### src/ccx_pkg.sv
// Purpose: constants for the clear and call execution block
// Assumes: 14-bit instruction words, 13-bit program counter
// Notes: register offsets are byte addresses on the apb bus
package ccx_pkg;
   // ***********************
   // instruction encodings
   // ***********************
   localparam logic [13:0] ccx_full_mask = 14'h3FFF;
   localparam logic [13:0] ccx_clear_file_mask = 14'h3F80;
   localparam logic [13:0] ccx_clear_file_code = 14'h0180;
   localparam logic [13:0] ccx_clear_working_code = 14'h0103;
   localparam logic [13:0] ccx_clear_watchdog_code = 14'h0064;
   localparam logic [13:0] ccx_call_mask = 14'h3800;
   localparam logic [13:0] ccx_call_code = 14'h2000;
   // ***********************
   // apb register offsets
   // ***********************
   localparam logic [7:0] ccx_instr_off = 8'h00;
   localparam logic [7:0] ccx_latch_off = 8'h04;
   localparam logic [7:0] ccx_pc_off = 8'h08;
   localparam logic [7:0] ccx_wreg_off = 8'h0C;
   localparam logic [7:0] ccx_status_off = 8'h10;
   localparam logic [7:0] ccx_stack_top_off = 8'h14;
   localparam logic [7:0] ccx_watchdog_off = 8'h18;
   localparam logic [7:0] ccx_file_off = 8'h80;
   // ***********************
   // status bits and sizes
   // ***********************
   localparam int ccx_z_bit = 2;
   localparam int ccx_powerdown_bit = 3;
   localparam int ccx_timeout_bit = 4;
   localparam int ccx_file_words = 128;
   localparam int ccx_stack_depth = 8;
   localparam logic [7:0] ccx_status_rst = 8'h18;
   localparam logic [12:0] ccx_pc_rst = 13'h0000;
endpackage

### src/ccx_core.sv
// Purpose: executes clear file, clear w, clear watchdog and call
// Assumes: one pclk edge per instruction cycle; apb register access
// Notes: an instruction is issued by writing its word to the instr reg
//
// Behaviour
// - clear file clears register, sets zero flag
// - call pushes pc plus one onto stack
// - call loads 11-bit immediate into pc low
// - call takes pc 12:11 from latch 4:3
// - call takes two cycles, flags unchanged
// - clear w zeroes working register, sets zero
//
// Design decisions made here: the register offsets and the APB interface to the registers.
`timescale 1ns/1ns
`default_nettype none
module ccx_core (
   // apb clock and reset
   input wire logic pclk,
   input wire logic presetn,
   // apb slave
   input wire logic psel,
   input wire logic penable,
   input wire logic pwrite,
   input wire logic [7:0] paddr,
   input wire logic [31:0] pwdata,
   output logic [31:0] prdata,
   output logic pready,
   output logic pslverr,
   // execution state
   output logic busy,
   output logic [12:0] pc
);
   typedef enum logic [1:0] {ccx_idle, ccx_call2} ccx_state_e;

   // ***********************
   // storage
   // ***********************
   logic [7:0] file_mem [ccx_pkg::ccx_file_words];
   // stack wraps at eight entries
   logic [12:0] stack_mem [ccx_pkg::ccx_stack_depth];
   logic [2:0] sp_reg;
   ccx_state_e state_reg;
   logic [13:0] instr_reg;
   logic [7:0] pc_high_latch;
   logic [12:0] pc_reg;
   logic [7:0] w_reg;
   logic [7:0] status_reg;
   logic [7:0] watchdog_counter;
   logic [7:0] prescale_reg;
   logic [31:0] prdata_reg;
   logic pready_reg;
   logic pslverr_reg;

   // ***********************
   // decode
   // ***********************
   function automatic logic is_op(input logic [13:0] w,
                                  input logic [13:0] m,
                                  input logic [13:0] c);
      is_op = (w & m) == c;
   endfunction

   wire logic setup = psel && !penable;
   wire logic wr = setup && pwrite;
   wire logic rd = setup && !pwrite;
   wire logic file_hit = paddr[7] && (paddr[1:0] == 2'b00);
   wire logic [6:0] file_idx = paddr[6:0] >> 2;
   wire logic issue = wr && (paddr == ccx_pkg::ccx_instr_off) &&
      (state_reg == ccx_idle);
   wire logic [13:0] op = pwdata[13:0];
   wire logic clear_file_register_op = issue &&
      is_op(op, ccx_pkg::ccx_clear_file_mask, ccx_pkg::ccx_clear_file_code);
   wire logic clear_working_op = issue &&
      is_op(op, ccx_pkg::ccx_full_mask, ccx_pkg::ccx_clear_working_code);
   wire logic clear_watchdog_op = issue &&
      is_op(op, ccx_pkg::ccx_full_mask, ccx_pkg::ccx_clear_watchdog_code);
   wire logic call_op = issue &&
      is_op(op, ccx_pkg::ccx_call_mask, ccx_pkg::ccx_call_code);
   // target built in the second call cycle from the latched word
   wire logic [12:0] call_target =
      {pc_high_latch[4:3], instr_reg[10:0]};
   wire logic known_addr = file_hit ||
      paddr == ccx_pkg::ccx_instr_off || paddr == ccx_pkg::ccx_latch_off ||
      paddr == ccx_pkg::ccx_pc_off || paddr == ccx_pkg::ccx_wreg_off ||
      paddr == ccx_pkg::ccx_status_off ||
      paddr == ccx_pkg::ccx_stack_top_off ||
      paddr == ccx_pkg::ccx_watchdog_off;

   // ***********************
   // register write decode
   // ***********************
   wire logic wr_latch = wr && (paddr == ccx_pkg::ccx_latch_off);
   wire logic wr_w = wr && (paddr == ccx_pkg::ccx_wreg_off);
   wire logic wr_status = wr && (paddr == ccx_pkg::ccx_status_off);
   wire logic wr_file = wr && file_hit;
   wire logic [2:0] tos_idx = sp_reg - 3'h1;
   wire logic [31:0] rd_mux =
      file_hit ? {24'h000000, file_mem[file_idx]} :
      paddr == ccx_pkg::ccx_instr_off ? {18'h00000, instr_reg} :
      paddr == ccx_pkg::ccx_latch_off ? {24'h000000, pc_high_latch} :
      paddr == ccx_pkg::ccx_pc_off ? {19'h00000, pc_reg} :
      paddr == ccx_pkg::ccx_wreg_off ? {24'h000000, w_reg} :
      paddr == ccx_pkg::ccx_status_off ? {24'h000000, status_reg} :
      paddr == ccx_pkg::ccx_stack_top_off ?
         {19'h00000, stack_mem[tos_idx]} :
      paddr == ccx_pkg::ccx_watchdog_off ?
         {24'h000000, watchdog_counter} :
      32'h00000000;

   // ***********************
   // apb answer, no wait state
   // ***********************
   always_ff @(posedge pclk or negedge presetn) begin
      if (!presetn) begin
         pready_reg <= 1'b0;
         pslverr_reg <= 1'b0;
         prdata_reg <= 32'h00000000;
      end else begin
         pready_reg <= setup;
         pslverr_reg <= setup && !known_addr;
         prdata_reg <= rd ? rd_mux : 32'h00000000;
      end
   end

   // ***********************
   // watchdog counter and prescaler
   // ***********************
   always_ff @(posedge pclk or negedge presetn) begin
      if (!presetn) begin
         watchdog_counter <= 8'h00;
         prescale_reg <= 8'h00;
      end else if (clear_watchdog_op) begin
         watchdog_counter <= 8'h00;
         prescale_reg <= 8'h00;
      end else begin
         watchdog_counter <= watchdog_counter + {7'h00, &prescale_reg};
         prescale_reg <= prescale_reg + 8'h01;
      end
   end

   // ***********************
   // execution
   // ***********************
   always_ff @(posedge pclk or negedge presetn) begin
      if (!presetn) begin
         state_reg <= ccx_idle;
         instr_reg <= 14'h0000;
         pc_high_latch <= 8'h00;
         pc_reg <= ccx_pkg::ccx_pc_rst;
         w_reg <= 8'h00;
         status_reg <= ccx_pkg::ccx_status_rst;
         sp_reg <= 3'h0;
      end else begin
         if (issue) begin
            instr_reg <= op;
         end
         if (wr_latch) begin
            pc_high_latch <= pwdata[7:0];
         end
         if (wr_w) begin
            w_reg <= pwdata[7:0];
         end
         if (wr_status) begin
            status_reg <= pwdata[7:0];
         end
         // flag set by an instruction wins over a bus status write
         unique case (state_reg)
            ccx_idle: begin
               if (issue && !call_op) begin
                  pc_reg <= pc_reg + 13'h0001;
               end
               if (clear_file_register_op || clear_working_op) begin
                  status_reg[ccx_pkg::ccx_z_bit] <= 1'b1;
               end
               if (clear_working_op) begin
                  w_reg <= 8'h00;
               end
               if (clear_watchdog_op) begin
                  status_reg[ccx_pkg::ccx_timeout_bit] <= 1'b1;
                  status_reg[ccx_pkg::ccx_powerdown_bit] <= 1'b1;
               end
               if (call_op) begin
                  state_reg <= ccx_call2;
                  sp_reg <= sp_reg + 3'h1;
               end
            end
            ccx_call2: begin
               pc_reg <= call_target;
               state_reg <= ccx_idle;
            end
            default: begin
               state_reg <= ccx_idle;
            end
         endcase
      end
   end

   // file and stack memories, no reset
   always_ff @(posedge pclk) begin
      if (wr_file) begin
         file_mem[file_idx] <= pwdata[7:0];
      end
      if (clear_file_register_op) begin
         file_mem[op[6:0]] <= 8'h00;
      end
      if (call_op) begin
         stack_mem[sp_reg] <= pc_reg + 13'h0001;
      end
   end

   // ***********************
   // outputs
   // ***********************
   assign prdata = prdata_reg;
   assign pready = pready_reg;
   assign pslverr = pslverr_reg;
   assign pc = pc_reg;
   always_ff @(posedge pclk or negedge presetn) begin
      if (!presetn) begin
         busy <= 1'b0;
      end else begin
         busy <= call_op;
      end
   end
endmodule
`default_nettype wire

### config.mk
export PLATFORM = sky130hd
export DESIGN_NAME = ccx_core
export DESIGN_NICKNAME = d
export VERILOG_FILES = /design/src/ccx_pkg.sv /design/src/ccx_core.sv
export SDC_FILE = /design/constraint.sdc
export NUM_CORES = 1
export LEC_CHECK = 0
export BUFFER_PORTS_ARGS = -buffer_cell sky130_fd_sc_hd__buf_4
export CAP_MARGIN = 0
export CORE_UTILIZATION = 55
export DETAILED_ROUTE_END_ITERATION = 6
export GPL_ROUTABILITY_DRIVEN = 0
export PLACE_DENSITY = 0.7
export SYNTH_ARGS = -nofsm -noshare
export SYNTH_HDL_FRONTEND = slang
export SYNTH_SLANG_ARGS = --single-unit
export TNS_END_PERCENT = 30
### constraint.sdc
create_clock -name pclk -period 4.15 [get_ports pclk]
set_clock_uncertainty 0.1 [all_clocks]
set_input_delay 0.83 -clock pclk [delete_from_list [all_inputs] [get_ports pclk]]
set_output_delay 0.83 -clock pclk [all_outputs]
set_load 0.01 [all_outputs]
==> impl_metrics.ini <==
[run_status]
status = finished, final reports clean

[timing]
rsz0062_at_grt = false
max_freq_mhz = 311
finalSetupTns_ns = 0
finalCritPeriodShare_pct = 77.5
hold_viol = 0
setup_viol = 0
worst_pin_slew_ns = 1.33
relSlewSlack_pct = 11.3
slew_viol_final = 0
layout_min_cycle_time_ns = 3.22

[drt]
drt.antenna.violating_nets = 0
drt_pass1_iterations = 5
drcViolationCount = 0
vias = 10800
vias_per_cell = 6.14
drt_iter0_markers = 1060
routedWlPerCell_um = 24.8
wl_mm = 43.7

[global_routing]
grt_overflow = 0
grt_usage_pct = 25.7
antenna_found_initial = 2
grt_max_degree = 43
grt_pass1_wl_mm = 66.9
grt_pass1_vias = 10900

[layout]
top_regs = file_mem (256), stack_mem (104)
stdcell_count = 1763
final_nets = 1332
diodes = 0
area_growth_syn_to_layout_pct = 14.3
drive_gt1_share_pct = 26.2
fin_area_um2 = 21700
largest_reg_flops = 256
top_register = file_mem

[setup_path]
worst_ep_arrival_time_ns = 3.43
critPathMostFrequentCell = buf_4
path_class = in -> reg
critPathMaxFanout = 10
worstSetupEndpointType = flop
cp_slowest_cell = nor4bb_1
rr_worst_depth = 7
r2r-start = state_reg[0]$_DFFE_PN0P_
path_cells = buf_4 -> nor4bb_1 -> nand4_2 -> nor3_4 -> buf_4 -> mux2i_1 -> nor2_1 -> buf_4
critPathRequiredTime_ns = 4.36
ff2ff_setup_slack_ns = 0.93
r2r-end = file_mem[4][5]$_DFFE_PP_
crit_path_start_kind = input port
cp_slowest_stage_delay_ns = 0.61

[pwr]
pwr-share-clk_pct = 43.1
sequentialPowerShare_pct = 52.7
ir_worst_vdd_mv = 0.360
p_int_mw = 7.31
sw_frac_of_total_pct = 20.9
leakage_nw = 7.93
p_comb_share_pct = 4.2
power_switching_mw = 1.94
p_per_area_nw_per_um2 = 426

[place]
hpwl_mm = 28.6
place_area_um2 = 20300
place_inst = 1682
port-buffer-count = 56

[clock_tree]
clk_pin_slew_worst_paths_ns = 0.06
postCtsSetupBuffers = 0
cts_tree = built
numCtsBuffers = 45
ctsLongestPathBuffers = 3
clock-sinks = 448
htree_levels = 2
hold_buffers = 0
clk_latency_ns = 0.58
cts-root-buf = clkbuf_16
ctsResizeCount = 0

[yosys]
synth_area_um2 = 19000
synth_top_cells_by_area = edfxtp_1 57%, dfrtp_1 11%, mux4_2 11%
synth.largest_area_cell = edfxtp_1
netlist_instances = 1163
yosysSeqAreaShare_pct = 68.6
synthMostInstantiatedCell = edfxtp_1
synth_edf_count = 360
syn_avg_cell_area_um2 = 16.3
yosysWarnings = 0
ys_ff_latch = 448
synth_flop_cell = edfxtp_1
netlist_top_cells_count = 360 x edfxtp_1, 89 x mux4_2, 86 x dfrtp_1
synth_top_area_share_pct = 57.0
synth-async-reset-ratio_pct = 19.6
ys_types = 71

[run]
cap_violations = 0

[floorplanning]
io-pin-count = 93
start_util_pct = 56.2
coreArea_um2 = 33800
die_area_um2 = 35300
fp.dieW_um = 188
die_y_um = 188
rows = 67

[worst_hold_path]
hold_class = in -> async
placed cells by master, fill, tap and decap left out, drive strengths merged, types with 9 or more instances in the layout:
master | netlist | final
a21oi | 18 | 18
a221oi | 10 | 10
a22oi | 9 | 9
and2 | 9 | 9
and3 | 11 | 11
buf | 58 | 137
clkbuf | 25 | 57
clkinv | 1 | 17
conb | 1 | 18
dfrtp | 86 | 86
edfxtp | 360 | 360
inv | 21 | 22
mux2 | 15 | 15
mux2i | 55 | 55
mux4 | 89 | 89
nand2 | 85 | 85
nand3 | 20 | 20
nor2 | 75 | 75
nor2b | 13 | 13
nor3 | 25 | 25
nor4 | 9 | 9
o21ai | 40 | 40
xnor2 | 12 | 12
xor2 | 14 | 14
logic make-up (layout without fill, tap and decap cells):
logic type / count (synthesis) / in the layout / synth area share (%)
flops: 448 / 448 / 68.6
simple gates: 287 / 287 / 7.68
mux: 159 / 159 / 14.3
compound gates: 131 / 131 / 5.00
buf+inv: 105 / 240 / 2.79
xor+xnor: 26 / 26 / 1.20
fa+ha+maj: 6 / 6 / 0.395
other cells: 1 / 18 / 0.0198
worst max-delay path, delay by kind of cell:
| kind | cells | cell delay, ns |
|---|---|---|
| buffers and inverters | 3 | 0.60 |
| AND/OR/NAND/NOR | 4 | 1.44 |
| multiplexers | 1 | 0.55 |
per-layer routing:
metal,vias up,track usage [%],part of all wire [%]
met3,85,4.92,7.7
met2,452,40.0,48
met5,-,0,0.030
li1,4731,-,-
met4,2,10.1,3.0
met1,5547,36.4,42
worst max-delay path by stage:
stage / startpoint / endpoint / slack, ns / cells after the start
2_1_floorplan: paddr[4] / stack_mem[0][0]$_DFFE_PP_ / 0.44 / 6
3_3_place_gp: penable / file_mem[18][7]$_DFFE_PP_ / 0.46 / 8
3_5_place_dp: penable / file_mem[4][5]$_DFFE_PP_ / 0.50 / 8
4_1_cts: sp_reg[0]$_DFFE_PN0P_ / prdata[5]$_DFF_PN0_ / 1.0 / 8
5_1_grt: state_reg[0]$_DFFE_PN0P_ / file_mem[4][5]$_DFFE_PP_ / 0.82 / 7
6_report: penable / file_mem[4][5]$_DFFE_PP_ / 0.93 / 8
through the flow:
step / setup WS, ns / utilization [%] / power [mW] / hold slack [ns]
after floorplan: 0.442 / - / 5.20 / 0.345
after global placement: 0.463 / 60.0 / 5.34 / 0.361
after detailed placement: 0.502 / 60.0 / 5.35 / 0.362
after CTS: 0.997 / 64.2 / 9.30 / 0.0681
after global routing: 0.822 / 64.2 / 9.48 / 0.0943
final: 0.935 / 64.2 / 9.24 / 0.0817
area by class of cell:
type                    instances  area, um2
repair buffers                137       1040
fillers                      2343      12100
multi-input cells             627       5560
inverters                      22       82.6
clock buffers                  57       1210
well taps                     448        561
flip-flops and latches        448      13000
clock inverters                24        224
power groups by stage:
stage | clock network [mW] | registers (mW) | logic [mW]
global placement | 0 | 4.96 | 0.383
detailed placement | 0 | 4.96 | 0.389
CTS | 4.04 | 4.87 | 0.391
global route | 4.19 | 4.86 | 0.421
finish | 3.98 | 4.87 | 0.392
floorplan | 0 | 4.96 | 0.244
No activity file was read; power rests on OpenSTA's default activity.
